--- src/core/gdc_pkg.sv ---
// Shared constants for the gate driver serial control link
package gdc_pkg;
    // Frame layout
    localparam int FRAME_BITS = 16;
    localparam int CMD_BITS = 5;
    localparam int DATA_W = 11;
    localparam int ADDR_W = 4;
    localparam int CNT_W = 5;
    localparam logic [CNT_W-1:0] CNT_FULL = 5'h10;
    localparam logic [CNT_W-1:0] CNT_OVER = 5'h11;
    // Clock and link timing
    localparam int CLK_NS = 10;
    localparam int T_RST_NS = 8000;
    localparam int RST_CYC = T_RST_NS / CLK_NS;
    localparam int T_SLEEP_NS = 20000;
    localparam int SLEEP_CYC = T_SLEEP_NS / CLK_NS;
    localparam int T_WAKE_NS = 10000;
    localparam int WAKE_CYC = (T_WAKE_NS + CLK_NS - 1) / CLK_NS;
    localparam int T_CSGAP_NS = 400;
    localparam int GAP_CYC = (T_CSGAP_NS + CLK_NS - 1) / CLK_NS;
    localparam int T_PULSE_NS = 4000;
    localparam int PULSE_CYC = (T_PULSE_NS + CLK_NS - 1) / CLK_NS;
    localparam int T_SCLK_HALF_NS = 40;
    localparam int HALF_CYC = T_SCLK_HALF_NS / CLK_NS;
    // Device register map
    localparam logic [ADDR_W-1:0] ADDR_STAT = 4'h0;
    localparam logic [ADDR_W-1:0] ADDR_CTRL = 4'h2;
    localparam logic [ADDR_W-1:0] ADDR_CFG_LO = 4'h2;
    localparam logic [ADDR_W-1:0] ADDR_CFG_HI = 4'h7;
    localparam logic [ADDR_W-1:0] ADDR_OCP = 4'h5;
    localparam int CLR_BIT = 0;
    localparam int OCP_LSB = 6;
    localparam logic [1:0] OCP_REPORT = 2'h2;
    localparam logic [DATA_W-1:0] REG_DEFAULT = 11'h000;
    // Sync reset value, order: enable, cs_n, sclk, sdi, supply
    localparam logic [4:0] SYNC_RST = 5'h08;
    // Host register map (byte addresses)
    localparam logic [7:0] H_CTRL = 8'h00;
    localparam logic [7:0] H_TX = 8'h04;
    localparam logic [7:0] H_RX = 8'h08;
    localparam logic [7:0] H_STAT = 8'h0C;
    localparam int HC_EN = 0;
    localparam int HC_GO = 1;
    localparam int HC_PULSE = 2;
    localparam int HS_BUSY = 0;
    localparam int HS_READY = 1;
endpackage

--- src/core/gdc_spi_if.sv ---
// Pin bundle between the serial master and the gate driver
`timescale 1ns/1ps
interface gdc_spi_if;
    logic enable;
    logic chip_select_n;
    logic sclk;
    logic sdi;
    logic sdo_o;
    logic sdo_oe;
    logic sdo;
    // Released line reads low, as with a weak pull-down
    assign sdo = sdo_oe & sdo_o;
    modport dev (
        input enable,
        input chip_select_n,
        input sclk,
        input sdi,
        output sdo_o,
        output sdo_oe
    );
    modport host (
        output enable,
        output chip_select_n,
        output sclk,
        output sdi,
        input sdo
    );
endinterface

--- src/core/gdc_device.sv ---
// Gate driver serial port, mode control and fault latch
`timescale 1ns/1ps
// Summary of operation
// - Enable high and supply good means operating
// - Controller waits wake time before talking
// - Serial port works only while operating
// - Latched fault holds partial shutdown until cleared
// - Clear by control bit or enable pulse
// - Controller pulses enable high-low-high within window
// - Too long a low pulse means full shutdown
// - Valid pulse clears faults, keeps all settings
// - Frames are 16 bits: command then data
// - Bit 15 direction, 14..11 address, rest data
// - Serial clock low at both select edges
// - Select high 400 ns between words
// - Select high: ignore pins, release output
// - Sample on falling, change on rising
// - Most significant bit first both ways
// - Not exactly 16 clocks: frame error, discard
// - Reply: five filler bits then register data
// - Write replies old value, read current value
// - Registers default on reset, sleep, undervoltage
// - Enable low past sleep delay: sleep
// - Report-only overcurrent latches flag, no shutdown
module gdc_device #(
    parameter int RST_CYC = gdc_pkg::RST_CYC,
    parameter int SLEEP_CYC = gdc_pkg::SLEEP_CYC,
    parameter int FLT_W = 4
) (
    input wire logic sys_clk,
    input wire logic rst,
    gdc_spi_if.dev spi,
    input wire logic motor_supply_ok,
    input wire logic [FLT_W-1:0] fault_cond,
    output logic operating_q,
    output logic partial_shutdown_q,
    output logic fault_out_n_q,
    output logic frame_error_q
);
    if (FLT_W < 1 || FLT_W > 9 || RST_CYC < 1 || SLEEP_CYC <= RST_CYC)
    begin : g_chk
        $error("gdc_device: parameter out of range");
    end

    localparam int DW = gdc_pkg::DATA_W;
    localparam int AW = gdc_pkg::ADDR_W;
    localparam int CW = gdc_pkg::CNT_W;

    typedef enum logic [2:0] {
        M_SLEEP = 3'b001,
        M_OPER = 3'b010,
        M_STBY = 3'b100
    } gdc_mode_t;

    gdc_mode_t mode_q;
    logic [4:0] s1_q, s2_q;
    logic sclk_d_q, cs_d_q;
    logic en, cs_n, sclk, sdi, uv_ok;
    logic sclk_rise, sclk_fall, cs_rise;
    logic [31:0] low_q;
    logic pulse_clr, spi_clr_q, clr_req;
    logic [FLT_W-1:0] flt_q, shut_mask;
    logic [DW-1:0] regs_q [gdc_pkg::ADDR_CFG_LO:gdc_pkg::ADDR_CFG_HI];
    logic [CW-1:0] cnt_q;
    logic [15:0] rx_q;
    logic [DW-1:0] tx_q;
    logic sdo_q, sdo_oe_q;
    logic [AW-1:0] rx_addr, cur_addr;
    logic good_frame;

    ////////////////////////////////////////////////////////////////////
    // Pin synchronisers; third stage only feeds edge detection
    always_ff @(posedge sys_clk)
    begin
        if (rst)
        begin
            s1_q <= gdc_pkg::SYNC_RST;
            s2_q <= gdc_pkg::SYNC_RST;
            sclk_d_q <= 1'b0;
            cs_d_q <= 1'b1;
        end
        else
        begin
            s1_q <= {spi.enable, spi.chip_select_n, spi.sclk, spi.sdi,
                motor_supply_ok};
            s2_q <= s1_q;
            sclk_d_q <= s2_q[2];
            cs_d_q <= s2_q[3];
        end
    end

    assign {en, cs_n, sclk, sdi, uv_ok} = s2_q;
    assign sclk_rise = sclk & ~sclk_d_q;
    assign sclk_fall = ~sclk & sclk_d_q;
    assign cs_rise = cs_n & ~cs_d_q;

    ////////////////////////////////////////////////////////////////////
    // Mode control from enable and supply
    always_ff @(posedge sys_clk)
    begin
        if (rst)
            mode_q <= M_SLEEP;
        else
        begin
            unique case (mode_q)
                M_SLEEP:
                    if (en && uv_ok)
                        mode_q <= M_OPER;
                M_OPER:
                    if (!uv_ok)
                        mode_q <= M_SLEEP;
                    else if (!en)
                        mode_q <= M_STBY;
                M_STBY:
                    if (!uv_ok)
                        mode_q <= M_SLEEP;
                    else if (en && low_q > 32'(RST_CYC))
                        mode_q <= M_SLEEP;
                    else if (en)
                        mode_q <= M_OPER;
                    else if (low_q == 32'(SLEEP_CYC - 1))
                        mode_q <= M_SLEEP;
            endcase
        end
    end

    // Length of the current enable low interval
    always_ff @(posedge sys_clk)
    begin
        if (rst || mode_q != M_STBY || en)
            low_q <= 32'h00000000;
        else
            low_q <= low_q + 32'h00000001;
    end

    // Short low pulse only clears faults, leaves all else alone
    assign pulse_clr = (mode_q == M_STBY) && en && uv_ok &&
        low_q <= 32'(RST_CYC);
    assign clr_req = pulse_clr | spi_clr_q;

    ////////////////////////////////////////////////////////////////////
    // Fault latches; a live condition wins over a clear
    always_ff @(posedge sys_clk)
    begin
        if (rst)
            flt_q <= '0;
        else
            flt_q <= fault_cond | (flt_q & ~{FLT_W{clr_req}});
    end

    // Bit 0 is overcurrent; report-only mode keeps drivers running
    always_comb
    begin
        shut_mask = '1;
        shut_mask[0] = regs_q[gdc_pkg::ADDR_OCP][gdc_pkg::OCP_LSB+1 -:
            2] != gdc_pkg::OCP_REPORT;
    end

    // Status outputs
    always_ff @(posedge sys_clk)
    begin
        if (rst)
        begin
            partial_shutdown_q <= 1'b0;
            fault_out_n_q <= 1'b1;
            operating_q <= 1'b0;
        end
        else
        begin
            partial_shutdown_q <= |(flt_q & shut_mask);
            fault_out_n_q <= ~|flt_q;
            operating_q <= (mode_q == M_OPER);
        end
    end

    ////////////////////////////////////////////////////////////////////
    // Register read view
    function automatic logic [DW-1:0] rd_reg(input logic [AW-1:0] a);
        logic [DW-1:0] v;
        v = '0;
        if (a == gdc_pkg::ADDR_STAT)
            v = {|flt_q, (DW-1-FLT_W)'(0), flt_q};
        else if (a >= gdc_pkg::ADDR_CFG_LO && a <= gdc_pkg::ADDR_CFG_HI)
            v = regs_q[a];
        return v;
    endfunction

    assign rx_addr = rx_q[14:11];
    assign cur_addr = {rx_q[2:0], sdi};
    assign good_frame = cs_rise && cnt_q == gdc_pkg::CNT_FULL &&
        mode_q == M_OPER;

    // Shift engine, active only while operating and selected
    always_ff @(posedge sys_clk)
    begin
        if (rst || cs_n || mode_q != M_OPER)
        begin
            cnt_q <= '0;
            sdo_q <= 1'b0;
            sdo_oe_q <= 1'b0;
            if (rst)
            begin
                rx_q <= 16'h0000;
                tx_q <= '0;
            end
        end
        else
        begin
            sdo_oe_q <= 1'b1;
            if (sclk_fall)
            begin
                rx_q <= {rx_q[14:0], sdi};
                if (cnt_q != gdc_pkg::CNT_OVER)
                    cnt_q <= cnt_q + CW'(1);
                if (cnt_q == CW'(gdc_pkg::CMD_BITS - 1))
                    tx_q <= rd_reg(cur_addr);
            end
            if (sclk_rise && cnt_q >= CW'(gdc_pkg::CMD_BITS))
            begin
                sdo_q <= tx_q[DW-1];
                tx_q <= {tx_q[DW-2:0], 1'b0};
            end
        end
    end

    assign spi.sdo_o = sdo_q;
    assign spi.sdo_oe = sdo_oe_q;

    ////////////////////////////////////////////////////////////////////
    // Commit on select release; defaults whenever asleep
    always_ff @(posedge sys_clk)
    begin
        if (rst || mode_q == M_SLEEP)
        begin
            for (int i = gdc_pkg::ADDR_CFG_LO; i <= gdc_pkg::ADDR_CFG_HI;
                i++)
                regs_q[i] <= gdc_pkg::REG_DEFAULT;
            spi_clr_q <= 1'b0;
        end
        else
        begin
            spi_clr_q <= 1'b0;
            if (good_frame && !rx_q[15] &&
                rx_addr >= gdc_pkg::ADDR_CFG_LO &&
                rx_addr <= gdc_pkg::ADDR_CFG_HI)
            begin
                regs_q[rx_addr] <= rx_q[DW-1:0];
                if (rx_addr == gdc_pkg::ADDR_CTRL)
                begin
                    regs_q[rx_addr][gdc_pkg::CLR_BIT] <= 1'b0;
                    spi_clr_q <= rx_q[gdc_pkg::CLR_BIT];
                end
            end
        end
    end

    // One-cycle error strobe for short or long frames
    always_ff @(posedge sys_clk)
    begin
        if (rst)
            frame_error_q <= 1'b0;
        else
            frame_error_q <= cs_rise && mode_q == M_OPER &&
                cnt_q != gdc_pkg::CNT_FULL;
    end
endmodule // gdc_device

--- src/flat_wrapper.sv ---
// flat-port wrapper written by rule: the top's interface ports become plain ports
module gdc_device_flat 
#(
    parameter int RST_CYC = gdc_pkg::RST_CYC,
    parameter int SLEEP_CYC = gdc_pkg::SLEEP_CYC,
    parameter int FLT_W = 4
)
  (sys_clk, rst, motor_supply_ok, fault_cond, operating_q, partial_shutdown_q, fault_out_n_q, frame_error_q, spi_enable, spi_chip_select_n, spi_sclk, spi_sdi, spi_sdo_o, spi_sdo_oe);
  gdc_spi_if spi_i ();
  input wire logic sys_clk;
  input wire logic rst;
  input wire logic motor_supply_ok;
  input wire logic [FLT_W-1:0] fault_cond;
  output logic operating_q;
  output logic partial_shutdown_q;
  output logic fault_out_n_q;
  output logic frame_error_q;
  input wire logic [$bits(spi_i.enable)-1:0] spi_enable;
  input wire logic [$bits(spi_i.chip_select_n)-1:0] spi_chip_select_n;
  input wire logic [$bits(spi_i.sclk)-1:0] spi_sclk;
  input wire logic [$bits(spi_i.sdi)-1:0] spi_sdi;
  output wire logic [$bits(spi_i.sdo_o)-1:0] spi_sdo_o;
  output wire logic [$bits(spi_i.sdo_oe)-1:0] spi_sdo_oe;
  assign spi_i.enable = spi_enable;
  assign spi_i.chip_select_n = spi_chip_select_n;
  assign spi_i.sclk = spi_sclk;
  assign spi_i.sdi = spi_sdi;
  assign spi_sdo_o = spi_i.sdo_o;
  assign spi_sdo_oe = spi_i.sdo_oe;
  gdc_device #(.RST_CYC(RST_CYC), .SLEEP_CYC(SLEEP_CYC), .FLT_W(FLT_W)) u_core (.sys_clk(sys_clk), .rst(rst), .spi(spi_i), .motor_supply_ok(motor_supply_ok), .fault_cond(fault_cond), .operating_q(operating_q), .partial_shutdown_q(partial_shutdown_q), .fault_out_n_q(fault_out_n_q), .frame_error_q(frame_error_q));
endmodule
--- config.mk ---
export PLATFORM = sky130hd
export DESIGN_NAME = gdc_device_flat
export DESIGN_NICKNAME = d
export VERILOG_FILES = /design/src/core/gdc_pkg.sv /design/src/core/gdc_spi_if.sv /design/src/core/gdc_device.sv /design/src/flat_wrapper.sv
export SDC_FILE = /design/constraint.sdc
export NUM_CORES = 1
export LEC_CHECK = 0
export CAP_MARGIN = 20
export CORE_ASPECT_RATIO = 2
export CORE_UTILIZATION = 25
export CTS_CLUSTER_SIZE = 8
export DETAILED_ROUTE_END_ITERATION = 6
export DONT_BUFFER_PORTS = 1
export PLACE_DENSITY = 0.4
export SLEW_MARGIN = 10
export SYNTH_ARGS = -nofsm -noshare
export SYNTH_HDL_FRONTEND = slang
export SYNTH_SLANG_ARGS = --single-unit
--- constraint.sdc ---
create_clock -name sys_clk -period 8.6 [get_ports sys_clk]
set_clock_uncertainty 0.15 [all_clocks]
set_input_delay 2.58 -clock sys_clk [delete_from_list [all_inputs] [get_ports sys_clk]]
set_output_delay 2.58 -clock sys_clk [all_outputs]
set_load 0.01 [all_outputs]
==> results.cfg <==
[run_status]
status = complete, no violations

[pwr]
pwr-share-seq = 0.517
p_sw_mw = 0.4612
swShare = 0.2458
vdd_drop_max_mv = 0.1174
clkPwrFrac = 0.401
powerDensity_nw_per_um2 = 238.7
internal_power_mw = 1.415
power_frac_comb = 0.082
power_leakage_nw = 2.715

[sta]
hold_viol = 0
post-route-period-util = 0.4811
rsz0062_at_grt = no
slew_viol_final = 0
setup_viol = 0
worstMarginPinSlew_ps = 811.9
relSlewSlack = 0.4568
period_needed_ps = 4138
finalSetupTns_ps = 0
timing.fmax_mhz = 241.7

[detailed_routing]
routed.top_layer = met4
drt-initial-drc-count = 268
m1WireLength_mm = 6.139
ant_nets = 0
drt_pass1_iterations = 4
wl_met3_um = 413
wire_per_inst_um = 17.77
wirelength_mm = 17.35
vias = 4395
route.detailed.drc = 0
viasPerCell = 4.503
wl_met2_mm = 10.13

[critical_path]
cp-startpoint = rst
r2r-start = u_core.cnt_q[0]$_SDFFE_PN0P_
path_class = input pin to register
critPathCaptureType = register
crit_fanout = 20
crit_arrival_ps = 4050
reg2reg_depth = 7
reg2reg_to = u_core.regs_q[4][8]$_SDFFCE_PN0P_
start_kind = input pin
r2r_setup_slack_ps = 5890
required_ps = 8520
crit_end = u_core.regs_q[4][8]$_SDFFCE_PN0P_

[clock_network]
clock-sinks = 156
cts_tree = built
hold_buffers = 0
cts.path.max_buffers = 2
cts_made_buffers = 17
cts_resized = 0
cts_setup_buffers = 0
clock_latency_ps = 430
clk_pin_slew_ps = 60
h-tree-depth = 4
cts_root_buf = clkbuf_16

[synthesis]
synth_edf_count = 93
synth_flop_cell = edfxtp_1
ys_seq_area_frac = 0.5910
syn_nets = 628
syn_area_um2 = 6859
synthCells = 612
avgSynthCellArea_um2 = 11.21
ys_ff_latch = 156
ys.warnings.count = 0
ys_async_sr_fraction = 0
ys_types = 55

[placed_design]
port_buffers = 0
gp_congestion = 0.7650
place_inst = 940
post-dp-hpwl_mm = 12.81

[floorplanning]
die_w_um = 119.1
die_h_um = 236.3
rows = 85
io_pins = 17
core_um2 = 26910
start_util = 0.2549
dieArea_um2 = 28140

[layout]
synthToLayoutAreaGrowth_pct = 14.59
drive_gt1_frac = 0.1040
fin_cells = 976
utilization = 0.2921
fin_nets = 628
nFillCells = 2775

[hold_path]
min_path_type = register to register

[global_route]
grt_max_degree = 32
overflow = 0
grt_pass1_vias = 4561
grtUsageTotal = 0.1312
grt_pass1_wl_mm = 26.81
antenna_found_initial = 3

[run]
max-cap-violations = 0
state kept, by name, indices dropped and copies added (netlist names):
register / flops
u_core.partial_shutdown_q: 1
u_core.tx_q: 11
u_core.regs_q: 66
u_core.s1_q: 5
u_core.spi.sdo_o: 1
u_core.sclk_d_q: 1
u_core.spi_clr_q: 1
u_core.frame_error_q: 1
u_core.cnt_q: 5
u_core.s2_q: 5
u_core.flt_q: 4
u_core.cs_d_q: 1
u_core.spi.sdo_oe: 1
u_core.fault_out_n_q: 1
u_core.rx_q: 16
u_core.operating_q: 1
u_core.mode_q: 3
u_core.low_q: 32
cell usage after synthesis, drive strengths merged (2+ instances only):
master | number | area (um^2)
nand2 | 31 | 116.4
xnor2 | 21 | 183.9
ha | 5 | 62.56
nand2b | 12 | 75.07
or3 | 5 | 31.28
clkbuf | 21 | 78.83
nor4b | 2 | 23.77
mux2i | 3 | 30.03
dfxtp | 63 | 1261
inv | 15 | 56.30
or2 | 4 | 27.53
mux2 | 8 | 90.09
nand3 | 19 | 95.09
nor3 | 17 | 96.35
a221oi | 3 | 26.28
nor2 | 70 | 262.8
nor2b | 10 | 62.56
nor4 | 15 | 100.1
xor2 | 8 | 70.07
o21ai | 19 | 98.85
o22ai | 11 | 68.82
and3 | 5 | 31.28
mux4 | 6 | 135.1
nand4 | 6 | 37.54
and3b | 3 | 26.28
buf | 7 | 38.79
a21oi | 14 | 70.07
a31oi | 3 | 18.77
a22o | 9 | 78.83
and4 | 7 | 61.31
and2 | 81 | 506.7
edfxtp | 93 | 2793
nor3b | 3 | 32.53
critical path, cell delays in order:
cell,delay [ps]
nor2_1,160
nand4_1,160
nor3_1,280
and3b_1,400
nand2b_1,460
kinds of logic after synthesis:
logic type	count (synthesis)	share of synthesized area
fa+ha+maj	5	0.009121
other cells	1	0.0005467
simple gates	292	0.2348
buf+inv	43	0.02536
flops	156	0.5910
xor+xnor	29	0.03703
compound gates	69	0.06495
mux	17	0.03721
how the worst min path moves through the flow:
| stage | start | to | slack [ps] | cells past startpoint |
|---|---|---|---|---|
| 3_5_place_dp | u_core.s1_q[3]$_SDFF_PP1_ | u_core.s2_q[3]$_SDFF_PP1_ | 270 | 1 |
| 5_1_grt | u_core.s1_q[4]$_SDFF_PP0_ | u_core.s2_q[4]$_SDFF_PP0_ | 300 | 1 |
| 3_3_place_gp | u_core.s1_q[2]$_SDFF_PP0_ | u_core.s2_q[2]$_SDFF_PP0_ | 270 | 1 |
| 2_1_floorplan | u_core.s1_q[3]$_SDFF_PP1_ | u_core.s2_q[3]$_SDFF_PP1_ | 240 | 1 |
| 4_1_cts | u_core.s1_q[3]$_SDFF_PP1_ | u_core.s2_q[3]$_SDFF_PP1_ | 290 | 1 |
| 6_report | u_core.s1_q[3]$_SDFF_PP1_ | u_core.s2_q[3]$_SDFF_PP1_ | 270 | 1 |
layout make-up:
class	instances	area, um^2	area share
multi-input cells	413	2631	0.3348
well taps	348	435.4	0.05540
repair buffers	9	87.58	0.01114
clock inverters	9	82.58	0.01051
flip-flops and latches	156	4054	0.5158
clock buffers	23	505.5	0.06431
inverters	15	56.30	0.007163
diodes	3	7.507	0.0009551
cells in the final DEF (no fill, tap or decap), types with 5 or more instances in the layout:
cell type | synthesis | routed
dfxtp_1 | 63 | 63
o21ai_0 | 14 | 13
ha_1 | 5 | 5
a22o_1 | 9 | 9
nand3_1 | 19 | 19
mux2_2 | 8 | 8
o21ai_1 | 4 | 5
a21oi_1 | 14 | 14
clkbuf_16 | 0 | 19
and2_1 | 81 | 81
xor2_1 | 8 | 8
nor4_1 | 14 | 14
nand2_1 | 31 | 31
nand2b_1 | 12 | 12
mux4_2 | 6 | 6
nor2_1 | 70 | 70
buf_4 | 0 | 8
nor3_1 | 16 | 16
or3_1 | 5 | 5
xnor2_1 | 21 | 21
o22ai_1 | 11 | 11
and4_1 | 7 | 7
edfxtp_1 | 93 | 93
nand4_1 | 6 | 6
inv_1 | 15 | 15
nor2b_1 | 10 | 10
and3_1 | 5 | 5
per-layer routing:
metal  track usage  up-vias
li1              -     2173
met3       0.03288       24
met2        0.2542       53
met1        0.1201     2145
met5             0        -
met4       0.07557        0
power by group through the flow:
stage | combinational (mW) | sequential, mW | clock [mW]
2_1_floorplan | 0.107 | 0.956 | 0
3_3_place_gp | 0.154 | 0.987 | 0
3_5_place_dp | 0.157 | 0.988 | 0
4_1_cts | 0.157 | 0.972 | 0.775
5_1_grt | 0.169 | 0.980 | 0.803
6_report | 0.154 | 0.971 | 0.752
per-stage QoR:
step	setup slack (ps)	hold slack, ps	power [mW]	area (um^2)
finish	4462	273.4	1.876	7860
global route	4345	295.9	1.952	7860
CTS	4499	286.9	1.904	7825
detailed placement	4028	271.0	1.145	7237
global placement	4107	268.6	1.141	7237
floorplan	3624	239.5	1.063	6859
Note: power is estimated with default switching activity, not from simulation.
